File: config.mk
export PLATFORM = sky130hd
export DESIGN_NAME = hcs_sequencer
export DESIGN_NICKNAME = d
export VERILOG_FILES = /design/src/core/hcs_sequencer.v /design/src/core/hcs_tick.v
export VERILOG_INCLUDE_DIRS = /design/src /design/src/core
export SDC_FILE = /design/constraint.sdc
export NUM_CORES = 1
export LEC_CHECK = 0
export BUFFER_PORTS_ARGS = -buffer_cell sky130_fd_sc_hd__buf_2
export CORE_AREA = 2 2 192 194
export CTS_BUF_LIST = sky130_fd_sc_hd__clkbuf_8
export CTS_CLUSTER_SIZE = 10
export DETAILED_ROUTE_END_ITERATION = 6
export DIE_AREA = 0 0 194 196
export MAX_ROUTING_LAYER = met4
export PLACE_DENSITY = 0.77
export SYNTH_ARGS = -nofsm -noshare
export SYNTH_HDL_FRONTEND = slang
export SYNTH_SLANG_ARGS = --single-unit
File: constraint.sdc
create_clock -name aclk -period 9.3 [get_ports aclk]
set_clock_uncertainty 0.2 [all_clocks]
set_input_delay 1.395 -clock aclk [delete_from_list [all_inputs] [get_ports aclk]]
set_output_delay 1.395 -clock aclk [all_outputs]
set_load 0.02 [all_outputs]
File: src/core/hcs_regs.vh
// register map, field layout, reset values and timing counts of the sealing-cycle sequencer
`ifndef HCS_REGS_VH
`define HCS_REGS_VH
`define HCS_CTRL_OFS 8'h00
`define HCS_DELAY_OFS 8'h04
`define HCS_SEAL_OFS 8'h08
`define HCS_COOL_OFS 8'h0C
`define HCS_TEMP_OFS 8'h10
`define HCS_STATUS_OFS 8'h14
`define HCS_ACT_OFS 8'h18
`define HCS_CTRL_TIMER_LSB 0
`define HCS_CTRL_EXT_BIT 2
`define HCS_CTRL_COOLMODE_LSB 3
`define HCS_CTRL_SEALSTART_BIT 5
`define HCS_CTRL_BRIGHT_LSB 6
`define HCS_CTRL_RST 32'h0000_0080
`define HCS_TIMER_OFF 2'h0
`define HCS_TIMER_ON 2'h1
`define HCS_TIMER_MON 2'h2
`define HCS_COOL_ABS 2'h0
`define HCS_COOL_REL 2'h1
`define HCS_COOL_TIME 2'h2
`define HCS_DELAY_RST 10'h000
`define HCS_DELAY_MAX 10'h063
`define HCS_SEAL_RST 10'h00A
`define HCS_SEAL_MAX 10'h3E7
`define HCS_COOL_ABS_RST 10'h032
`define HCS_COOL_REL_RST 10'h028
`define HCS_COOL_REL_MAX 10'h064
`define HCS_COOL_TIME_RST 10'h064
`define HCS_COOL_TIME_MAX 10'h3E7
`define HCS_TEMP_MAX_RST 10'h12C
`define HCS_CLK_HZ 25000000
`define HCS_TICK_NS 100000000
`define HCS_INIT_MS 500
`define HCS_REACH_PCT 95
`define HCS_ANALOG_ZERO 10'h000
`endif

File: src/core/hcs_sequencer.v
// sealing-cycle sequencer with AXI4-Lite register slave
//
// The placing of the registers and the AXI4-Lite register port are this design's own decisions.
`timescale 1ns/100ps
`default_nettype none
`include "hcs_regs.vh"
// Behaviour
// - home keys step brightness four levels, 75% default
// - undervoltage enters standby, no cycles, no pulses
// - voltage back in tolerance leaves standby
// - standby keeps alarm off, analog output zero
// - timer mode off, on, or monitored
// - start launches timeout; reset aborts it
// - monitored mode aborts when start drops early
// - order is delay, heating, cooling, relay; relay here is on during heating and cooling
// - manual heat key never launches timeout
// - home shows countdown and phase marker
// - marker clears at end; icon follows relay
// - starting delay 0 to 9.9 s, default zero
// - fixed sealing time 0 to 99.9 s, 1.0 default
// - external mode seals while start held
// - absolute cooling ends below cooling temperature
// - absolute cooling temperature at least 50 C
// - relative cooling ends at percent of set
// - relative percent 40 to 100, default 40
// - time cooling 0 to 99.9 s, default 10.0
// - cooling mode change overwrites cooling value
// - sealing time starts at 95% or heating start
// - 500 ms initialisation after reset refuses cycles
module hcs_sequencer #(
  parameter integer INIT_CYCLES = `HCS_CLK_HZ / 1000 * `HCS_INIT_MS,
  parameter integer TICK_CYCLES = `HCS_CLK_HZ / (1000000000 / `HCS_TICK_NS)
) (
  input wire aclk,
  input wire aresetn,
  input wire ce,
  input wire [7:0] s_axi_awaddr,
  input wire s_axi_awvalid,
  output wire s_axi_awready,
  input wire [31:0] s_axi_wdata,
  input wire [3:0] s_axi_wstrb,
  input wire s_axi_wvalid,
  output wire s_axi_wready,
  output reg [1:0] s_axi_bresp,
  output reg s_axi_bvalid,
  input wire s_axi_bready,
  input wire [7:0] s_axi_araddr,
  input wire s_axi_arvalid,
  output wire s_axi_arready,
  output reg [31:0] s_axi_rdata,
  output reg [1:0] s_axi_rresp,
  output reg s_axi_rvalid,
  input wire s_axi_rready,
  input wire start,
  input wire cycle_reset,
  input wire manual_heat_key,
  input wire key_up,
  input wire key_down,
  input wire home_position,
  input wire undervoltage,
  input wire [9:0] actual_temp,
  output reg heat_enable,
  output reg measure_enable,
  output reg cycle_relay,
  output reg relay_icon,
  output reg standby,
  output reg alarm_relay,
  output reg [9:0] analog_out,
  output reg [1:0] glow_display,
  output reg [1:0] phase_marker,
  output reg [9:0] remaining_time
);
  localparam [4:0] ST_IDLE = 5'h01;
  localparam [4:0] ST_DELAY = 5'h02;
  localparam [4:0] ST_HEAT = 5'h04;
  localparam [4:0] ST_COOL = 5'h08;
  localparam [4:0] ST_INIT = 5'h10;

  reg [4:0] state;
  reg [31:0] ctrl;
  reg [9:0] delay_set;
  reg [9:0] seal_set;
  reg [9:0] cool_set;
  reg [9:0] temp_set;
  reg [9:0] count;
  reg [31:0] init_count;
  reg start_d;
  reg up_d;
  reg down_d;
  reg seal_running;
  reg aw_held;
  reg w_held;
  reg [7:0] aw_addr;
  reg [31:0] w_data;
  reg [3:0] w_strb;
  wire tick;
  wire start_rise;
  wire [1:0] timer_mode;
  wire [1:0] cool_mode;
  wire ext_mode;
  wire seal_at_reach;
  wire reached;
  wire cool_done;
  wire phase_restart;
  wire wr_go;
  wire [31:0] wr_val;

  assign timer_mode = ctrl[`HCS_CTRL_TIMER_LSB +: 2];
  assign ext_mode = ctrl[`HCS_CTRL_EXT_BIT];
  assign cool_mode = ctrl[`HCS_CTRL_COOLMODE_LSB +: 2];
  assign seal_at_reach = !ctrl[`HCS_CTRL_SEALSTART_BIT];
  assign start_rise = start && !start_d;

  // clamp a written value into its legal range
  function [9:0] clamp;
    input [31:0] val;
    input [9:0] lo;
    input [9:0] hi;
    begin
      if (val < {22'h000000, lo}) begin
        clamp = lo;
      end else if (val > {22'h000000, hi}) begin
        clamp = hi;
      end else begin
        clamp = val[9:0];
      end
    end
  endfunction

  // merge write data into an old word under the byte strobes
  function [31:0] merge;
    input [31:0] old;
    input [31:0] data;
    input [3:0] strb;
    integer i;
    begin
      merge = old;
      for (i = 0; i < 4; i = i + 1) begin
        if (strb[i]) begin
          merge[i*8 +: 8] = data[i*8 +: 8];
        end
      end
    end
  endfunction

  // default cooling value for each mode
  function [9:0] cool_default;
    input [1:0] mode;
    begin
      case (mode)
        `HCS_COOL_REL: cool_default = `HCS_COOL_REL_RST;
        `HCS_COOL_TIME: cool_default = `HCS_COOL_TIME_RST;
        default: cool_default = `HCS_COOL_ABS_RST;
      endcase
    end
  endfunction

  // 95 percent of set; wide math avoids overflow
  assign reached = ({12'h000, actual_temp} * 22'd100) >=
                   ({12'h000, temp_set} * `HCS_REACH_PCT);
  assign cool_done =
    (cool_mode == `HCS_COOL_TIME) ? (count == 10'h000) :
    (cool_mode == `HCS_COOL_REL) ?
      (({12'h000, actual_temp} * 22'd100) <=
       ({12'h000, temp_set} * {12'h000, cool_set})) :
      (actual_temp < cool_set);
  assign phase_restart = start_rise && state == ST_IDLE;

  hcs_tick #(
    .TICK_CYCLES(TICK_CYCLES)
  ) u_tick (
    .aclk(aclk),
    .aresetn(aresetn),
    .ce(ce),
    .restart(phase_restart),
    .tick(tick)
  );

  // AXI4-Lite: address and data latch in either order, one write at a time
  assign s_axi_awready = !aw_held && !s_axi_bvalid;
  assign s_axi_wready = !w_held && !s_axi_bvalid;
  assign s_axi_arready = !s_axi_rvalid;
  assign wr_go = aw_held && w_held && !s_axi_bvalid;
  assign wr_val = merge(32'h0000_0000, w_data, w_strb);

  always @(posedge aclk) begin
    if (!aresetn) begin
      aw_held <= 1'b0;
      w_held <= 1'b0;
      aw_addr <= 8'h00;
      w_data <= 32'h0000_0000;
      w_strb <= 4'h0;
      s_axi_bvalid <= 1'b0;
      s_axi_bresp <= 2'h0;
      s_axi_rvalid <= 1'b0;
      s_axi_rresp <= 2'h0;
      s_axi_rdata <= 32'h0000_0000;
    end else if (ce) begin
      if (s_axi_awvalid && s_axi_awready) begin
        aw_held <= 1'b1;
        aw_addr <= s_axi_awaddr;
      end
      if (s_axi_wvalid && s_axi_wready) begin
        w_held <= 1'b1;
        w_data <= s_axi_wdata;
        w_strb <= s_axi_wstrb;
      end
      if (wr_go) begin
        aw_held <= 1'b0;
        w_held <= 1'b0;
        s_axi_bvalid <= 1'b1;
        s_axi_bresp <= (aw_addr > `HCS_ACT_OFS || aw_addr[1:0] != 2'h0 ||
                        aw_addr == `HCS_STATUS_OFS ||
                        aw_addr == `HCS_ACT_OFS) ? 2'h2 : 2'h0;
      end else if (s_axi_bready) begin
        s_axi_bvalid <= 1'b0;
      end
      if (s_axi_arvalid && s_axi_arready) begin
        s_axi_rvalid <= 1'b1;
        s_axi_rresp <= 2'h0;
        case (s_axi_araddr)
          `HCS_CTRL_OFS: s_axi_rdata <= ctrl;
          `HCS_DELAY_OFS: s_axi_rdata <= {22'h000000, delay_set};
          `HCS_SEAL_OFS: s_axi_rdata <= {22'h000000, seal_set};
          `HCS_COOL_OFS: s_axi_rdata <= {22'h000000, cool_set};
          `HCS_TEMP_OFS: s_axi_rdata <= {22'h000000, temp_set};
          `HCS_STATUS_OFS: s_axi_rdata <= {19'h00000, standby, cycle_relay,
                                          phase_marker, state, count[3:0]};
          `HCS_ACT_OFS: s_axi_rdata <= {22'h000000, remaining_time};
          default: begin
            s_axi_rdata <= 32'h0000_0000;
            s_axi_rresp <= 2'h2;
          end
        endcase
      end else if (s_axi_rready) begin
        s_axi_rvalid <= 1'b0;
      end
    end
  end

  // configuration registers; keys step brightness only in cycles without a bus write
  always @(posedge aclk) begin
    if (!aresetn) begin
      ctrl <= `HCS_CTRL_RST;
      delay_set <= `HCS_DELAY_RST;
      seal_set <= `HCS_SEAL_RST;
      cool_set <= `HCS_COOL_ABS_RST;
      temp_set <= `HCS_TEMP_MAX_RST;
      up_d <= 1'b0;
      down_d <= 1'b0;
    end else if (ce) begin
      up_d <= key_up;
      down_d <= key_down;
      if (wr_go) begin
        case (aw_addr)
          `HCS_CTRL_OFS: begin
            ctrl <= {24'h000000, wr_val[7:0]};
            if (wr_val[`HCS_CTRL_COOLMODE_LSB +: 2] != cool_mode) begin
              cool_set <= cool_default(
                wr_val[`HCS_CTRL_COOLMODE_LSB +: 2]);
            end
          end
          `HCS_DELAY_OFS: delay_set <= clamp(wr_val, 10'h000,
                                             `HCS_DELAY_MAX);
          `HCS_SEAL_OFS: seal_set <= clamp(wr_val, 10'h000,
                                           `HCS_SEAL_MAX);
          `HCS_COOL_OFS: begin
            case (cool_mode)
              `HCS_COOL_REL: cool_set <= clamp(wr_val, `HCS_COOL_REL_RST,
                                             `HCS_COOL_REL_MAX);
              `HCS_COOL_TIME: cool_set <= clamp(wr_val, 10'h000,
                                            `HCS_COOL_TIME_MAX);
              default: cool_set <= clamp(wr_val, `HCS_COOL_ABS_RST,
                                         temp_set);
            endcase
          end
          `HCS_TEMP_OFS: temp_set <= wr_val[9:0];
          default: ;
        endcase
      end else if (home_position) begin
        if (key_up && !up_d && ctrl[7:6] != 2'h3) begin
          ctrl[7:6] <= ctrl[7:6] + 2'h1;
        end else if (key_down && !down_d && ctrl[7:6] != 2'h0) begin
          ctrl[7:6] <= ctrl[7:6] - 2'h1;
        end
      end
    end
  end

  // cycle sequencer
  always @(posedge aclk) begin
    if (!aresetn) begin
      state <= ST_INIT;
      init_count <= 32'h0000_0000;
      count <= 10'h000;
      start_d <= 1'b0;
      seal_running <= 1'b0;
    end else if (ce) begin
      start_d <= start;
      case (state)
        ST_INIT: begin
          // new cycles refused until settled
          if (cycle_reset) begin
            init_count <= 32'h0000_0000;
          end else if (init_count == INIT_CYCLES - 1) begin
            state <= ST_IDLE;
          end else begin
            init_count <= init_count + 32'h0000_0001;
          end
        end
        ST_IDLE: begin
          if (cycle_reset) begin
            state <= ST_INIT;
            init_count <= 32'h0000_0000;
          end else if (start_rise && !undervoltage &&
                       timer_mode != `HCS_TIMER_OFF) begin
            state <= ST_DELAY;
            count <= delay_set;
          end
        end
        default: begin
          if (cycle_reset || undervoltage ||
              (timer_mode == `HCS_TIMER_MON && !start)) begin
            state <= cycle_reset ? ST_INIT : ST_IDLE;
            init_count <= 32'h0000_0000;
            seal_running <= 1'b0;
          end else if (state == ST_DELAY) begin
            if (count == 10'h000) begin
              state <= ST_HEAT;
              count <= seal_set;
              seal_running <= !seal_at_reach;
            end else if (tick) begin
              count <= count - 10'h001;
            end
          end else if (state == ST_HEAT) begin
            if (seal_at_reach && reached) begin
              seal_running <= 1'b1;
            end
            if (ext_mode ? !start :
                (seal_running && count == 10'h000)) begin
              state <= ST_COOL;
              count <= cool_set;
              seal_running <= 1'b0;
            end else if (tick && seal_running && !ext_mode &&
                         count != 10'h000) begin
              count <= count - 10'h001;
            end
          end else begin
            if (cool_done) begin
              state <= ST_IDLE;
            end else if (tick && count != 10'h000) begin
              count <= count - 10'h001;
            end
          end
        end
      endcase
    end
  end

  // outputs from flip-flops; standby overrides heating, pulses, relay, icon and analog output
  always @(posedge aclk) begin
    if (!aresetn) begin
      heat_enable <= 1'b0;
      measure_enable <= 1'b0;
      cycle_relay <= 1'b0;
      relay_icon <= 1'b0;
      standby <= 1'b0;
      alarm_relay <= 1'b0;
      analog_out <= `HCS_ANALOG_ZERO;
      glow_display <= 2'h2;
      phase_marker <= 2'h0;
      remaining_time <= 10'h000;
    end else if (ce) begin
      standby <= undervoltage;
      alarm_relay <= 1'b0;
      glow_display <= ctrl[7:6];
      measure_enable <= !undervoltage && !cycle_reset;
      analog_out <= (undervoltage || cycle_reset) ?
                    `HCS_ANALOG_ZERO : actual_temp;
      // manual key heats only, no timeout
      heat_enable <= !undervoltage && !cycle_reset &&
                     (state == ST_HEAT ||
                      (manual_heat_key && state == ST_IDLE));
      cycle_relay <= !undervoltage &&
                     (state == ST_HEAT || state == ST_COOL);
      relay_icon <= !undervoltage &&
                    (state == ST_HEAT || state == ST_COOL);
      phase_marker <= (state == ST_DELAY || state == ST_HEAT) ? 2'h1 :
                      (state == ST_COOL) ? 2'h2 : 2'h0;
      remaining_time <= (state == ST_HEAT && !ext_mode) ?
                        count : 10'h000;
    end
  end
  // standby exits by itself when undervoltage clears
endmodule
`default_nettype wire

File: src/core/hcs_tick.v
// divider that produces the 0.1 s phase tick; the settle delay after reset is counted in the sequencer
`timescale 1ns/100ps
`default_nettype none
module hcs_tick #(
  parameter integer TICK_CYCLES = 2500000
) (
  input wire aclk,
  input wire aresetn,
  input wire ce,
  input wire restart,
  output reg tick
);
  reg [31:0] count;
  // restart aligns the tick to a cycle start so the delay phase sees full ticks
  always @(posedge aclk) begin
    if (!aresetn) begin
      count <= 32'h0000_0000;
      tick <= 1'b0;
    end else if (ce) begin
      if (restart || count == TICK_CYCLES - 1) begin
        count <= 32'h0000_0000;
      end else begin
        count <= count + 32'h0000_0001;
      end
      tick <= !restart && (count == TICK_CYCLES - 1);
    end
  end
endmodule
`default_nettype wire

Word level (Yosys, flattened, before mapping)
Cells that the tools add are included.

operators by class
  $add $sub $neg = 5
  multipliers = 4
  order comparisons = 11
  equal/unequal tests = 42
  muxes and demuxes = 75
  bitwise logic cells = 2
  reduce and logical (&&, ||, !) cells = 89

operators with widths
  kind                   number
  $mux 10                22
  $mux 32                5
  $pmux 13 s7            1
  $add 32x1->32 const B  2
  $gt 32x7->1 const B    2
  $lt 32x6->1 const B    2
  $pmux 32 s2            1
  $pmux 10 s2            3
  $mux 5                 11
  $eq 8x5->1 const B     6
  $mux 8                 5
  $eq 32x22->1 const B   1
  $eq 32x24->1 const B   1
  $eq 8x4->1 const B     4
  $gt 32x10->1           1
  $gt 32x10->1 const B   1
  $lt 32x1->1 const B    1
  $mul 10x5->15 const B  2
  $logic_and 1x1->1      28
  $le 17x20->1           1
  $mul 10x10->20         1
  $reduce_bool 2->1      9
  $ge 17x17->1           1
  $mul 10x7->17 const B  1
  other kinds (43)       116

word-level totals
  register bits after elaboration = 244
  input bits = 77
  output and inout port bits = 71
  word-level logic and storage cells = 261

Depth between registers and ports, before layout
  depth after elaboration = 9
  depth in mapped cells = 29
  gate-level depth less buffers = 27

Modules after synthesis
A second synthesis with hierarchy kept.

second synthesis, totals
  cells, all modules = 2210
  area, all modules = 18009.8 um^2

by module, submodules not included
  module         times used  cells each  area each (um^2)  sequential area each (um^2)
  hcs_sequencer  1           2035        16409.5           3803.6
  hcs_tick       1           175         1600.3            660.6

Worst setup path before layout
Ideal clock, no wire load.

  path kind = register -> register
  start = register temp_set[7]
  end = register count[0]
  library setup time = 0.079 ns
  arrival time = 6.347 ns
  data required time = 9.021 ns
  slack = 2.674 ns
  stages on the path, launching flop included = 28
  path buffers = 1
  period minus slack after synthesis = 6.626 ns
  cells stage by stage = dfxtp_1 clkbuf_1 nand2_1 fa_1 inv_1 fa_1 inv_1 fa_1 inv_1 fa_1 fa_1 ha_1 o21ai_0 a21oi_1 o211ai_1 o21ai_0 a21o_1 a21oi_1 xor2_1 ha_1 nand3_1 nor2_1 a31oi_1 o21ai_0 nor3_1 nand4_4 and3_1 a211oi_2

between the ends
  word-level cells in the longest chain between the ends = 6

ends and longest elaborated chain
  what                               line                 source
  start, declared                    hcs_sequencer.v:84   reg [9:0] temp_set;
  start signal, assigned             hcs_sequencer.v:248  temp_set <= `HCS_TEMP_MAX_RST;
  start signal, assigned             hcs_sequencer.v:277  `HCS_TEMP_OFS: temp_set <= wr_val[9:0];
  $mul 10x10->20                     hcs_sequencer.v:165  ({12'h000, temp_set} * {12'h000, cool_set})) :
  $le 17x20->1                       hcs_sequencer.v:164  (({12'h000, actual_temp} * 22'd100) <=
  $mux 1                             hcs_sequencer.v:163  (cool_mode == `HCS_COOL_REL) ?
  $mux 1                             hcs_sequencer.v:162  (cool_mode == `HCS_COOL_TIME) ? (count == 10'h000) :
  $ne 4x1->1 (no source line)        n/a
  $reduce_and 9->1 (no source line)  n/a
  end signal, assigned               hcs_sequencer.v:318  count <= delay_set;
  end signal, assigned               hcs_sequencer.v:330  count <= seal_set;
  end signal, assigned               hcs_sequencer.v:333  count <= count - 10'h001;
  end, declared                      hcs_sequencer.v:85   reg [9:0] count;

No other way between the ends.
A chain may end at the register's enable or synchronous reset.

Worst setup path after layout
  start = register temp_set[7]
  end = register count[3]

The elaborated chain is that of the path after synthesis.

==> metrics list <==
- Status: complete, but fails checks
- Violations in the final reports: design-rule violations
- Port buffering added 125 buffers.
* Biggest fanout along the worst timing path: 16
- Min-Delay Path Class: flop to flop
- Worst EP required: 9.59 ns
- Number of DRC violations after detailed-routing iteration 0: 1,537
- Worst path bufs/invs: 3
- Starting density of the core: 48.5%
- Counting flops with a built-in enable in the synthesized netlist gives 0.
- Post-Route Utilization: 53.2%
- In this run the horizontal extent of the chip is 194 um.
* Worst slew margin: 16.0%
- The most numerous cell type found on the critical path is fa_1.
* Later-pin clock latency in the skew report: 0.56 ns
- Post-Synthesis Cell Area: 17,500 um^2
- Post-layout minimum cycle time: 7.88 ns
- Number of placement rows: 70
* Share of synthesized area occupied by flip-flops and latches: 25.5%
- Power per cell area: 120 nW/um^2
* Max Transition Viols Final: 0
- Vias per cell: 5.82
- After detailed routing, the number of remaining DRC violations is 5.
- TritonCTS created 37 clock buffers.
- For the pin with the worst max-slew slack, the measured transition is 1.26 ns.
- Number of nets with antenna violations after detailed routing: 0
- After legalization and detailed placement, the total HPWL measured 39,300 um.
* CP peak stage delay: 0.96 ns
- The total overflow left after global routing is 0.
- Area enclosed by the die boundary: 38,000 um^2
- Overall power consumption: 0.00229 W
* Hold slack: 0.250 ns
- The first global-routing pass estimated 81,400 um of wire.
- Setup violation total in the final timing report: 0
* Number of cells upsized or downsized after cts: 0
- After clock tree synthesis, the clock-pin slew on the worst setup and hold paths is 0.07 ns.
* CTS tree: yes
- Post-Syn Area per Cell: 8.20 um^2
* Standard cell core area: 36,100 um^2
- Non-Filler Instances: 2,717
- After clock tree synthesis, the setup repair step added 0 buffers.
- Broken down by cell family, the worst path's largest delay share belongs to adder cells.
- Root cell of the clock tree: clkbuf_8
- Dividing the detail-routed wire length by the instance count gives 18.8 um.
* Share of flip-flops with an asynchronous set or reset after synthesis: 0%
- The final layout contains routed wiring with a total length of 51,100 um.
- Synth-to-layout area growth: 9.70%
* Number of buffers inserted by hold repair at cts: 0
* Die Ht: 196 um
- Entering global routing, the biggest net connects 84 pins.
- Final-report hold violation count: 0
- Number of register bits inferred by synthesis: 223
- Layout cell share with drive strength beyond 1: 9.61%
* Achievable clock frequency: 0.127 GHz
* NumNets Final: 2,581
- Critical Path End Type: flop
- Global placer's final weighted congestion: 1.05
* H-tree depth: 2
* Number of clock sinks: 223
- Leakage power summed over all cells: 8.82 nW
- Path type of the worst setup path: flop to flop
- The routed layout has 15,800 vias.
* Longest Clk Path Bufs: 3
* Synth Instances: 2,133
- MaxCap Viol Count: 0
* Crit path arrival time: 8.17 ns
* Most frequently used flop master after synthesis: dfxtp_1
* Warning count from the yosys run: 0
- Post-Route Setup TNS: 0 ns
- Max stage delay cell, worst path: dfxtp_1
- Vias in the first global route: 15,200
- I/O pin cnt: 148
- Length of the first detailed-routing pass in iterations: 7
- Unique masters post-synth: 85
- Setup repair after global routing left no endpoint under its margin.
* Peak VDD IR: 0.000111 V
* Final clock period utilization by the worst path: 84.8%
* Critical Path Start Type: flop
- Dpl cells: 2,651
* Global router's overall resource usage: 27.2%
- Number of antenna violations at the first check in global routing: 1
-- worst paths after layout --
| kind | startpoint | end | slack (ns) | cells after the start |
|---|---|---|---|---|
| min | aw_addr[1] | aw_addr[1] | 0.25 | 2 |
| min reg2reg | aw_addr[1] | aw_addr[1] | 0.25 | 2 |
| max | temp_set[7] | count[3] | 1.42 | 26 |
| max reg2reg | temp_set[7] | count[3] | 1.42 | 26 |
-- worst min-delay path: stages, from the launching register on --
cell     delay, ns
dfxtp_1       0.30
nand2_1       0.05
a21oi_1       0.05
-- synthesized netlist by cell type (all sizes together), types with 33 or more instances --
library cell / n / area [um^2]
ha: 185 / 2310
o21ai: 89 / 449
nand3: 52 / 260
dfxtp: 223 / 4460
xor2: 66 / 578
a21oi: 136 / 684
nor2: 292 / 1110
buf: 33 / 228
fa: 97 / 1940
inv: 160 / 601
nand2: 256 / 966
xnor2: 39 / 342
a22oi: 37 / 278
clkbuf: 74 / 278
-- state kept, by name (all words and copies together), names as in the netlist, 13 cells and up --
register      flops
init_count       32
s_axi_rdata      13
w_data           32
u_tick.count     32
-- per-stage QoR --
step	cell area, um^2	worst slack, ns
floorplan	17600	2.67
global placement	18400	1.73
detailed placement	18400	1.49
CTS	19200	1.48
global route	19200	1.00
finish	19200	1.42
-- final cells by class --
class	count	area [um^2]
fill	3419	16900
multi-input combinational	1653	12000
sequential	223	4460
timing repair buffer	136	708
inverter	171	644
clock buffer	45	619
tap	468	586
clock inverter	20	196
antenna	1	2.50
-- cells in the final DEF, fill, tap and decap left out, types with 30 or more instances in the layout --
cell type / count
inv_1: 170
fa_1: 97
xnor2_1: 39
buf_2: 125
xor2_1: 66
nand2_1: 254
and3_1: 31
dfxtp_1: 223
nor2_1: 290
a21oi_1: 135
clkbuf_8: 45
o21ai_0: 75
a22oi_1: 37
nand4_1: 30
nand3_1: 52
ha_1: 185
-- routing by layer --
layer / vias up / GRT usage, % / part of all wire [%]
li1: 7483 / - / -
met1: 7495 / 37.2 / 44
met2: 723 / 40.8 / 44
met3: 105 / 4.71 / 8.6
met4: 0 / 9.37 / 3.1
met5: - / - / 0
-- cell families after synthesis --
group	after synthesis	synth area share, %
AO/OA/AOI/OAI	423	15.8
other	1	0.0214
AND/OR/NAND/NOR	791	20.8
XOR/XNOR	105	5.26
flip-flops	223	25.5
adder cells (fa/ha/maj)	282	24.3
multiplexers	30	1.73
buffers and inverters	278	6.56
-- power by group --
| part | leakage [nW] | internal, W | switching [W] | total, W |
|---|---|---|---|---|
| clock | 0.455 | 0.000551 | 0.000411 | 0.000962 |
| sequential | 1.80 | 0.000971 | 0.0000135 | 0.000984 |
| combinational | 6.56 | 0.000128 | 0.000221 | 0.000349 |
| total | 8.82 | 0.00165 | 0.000645 | 0.00229 |
(Power assumes the default switching activity.)
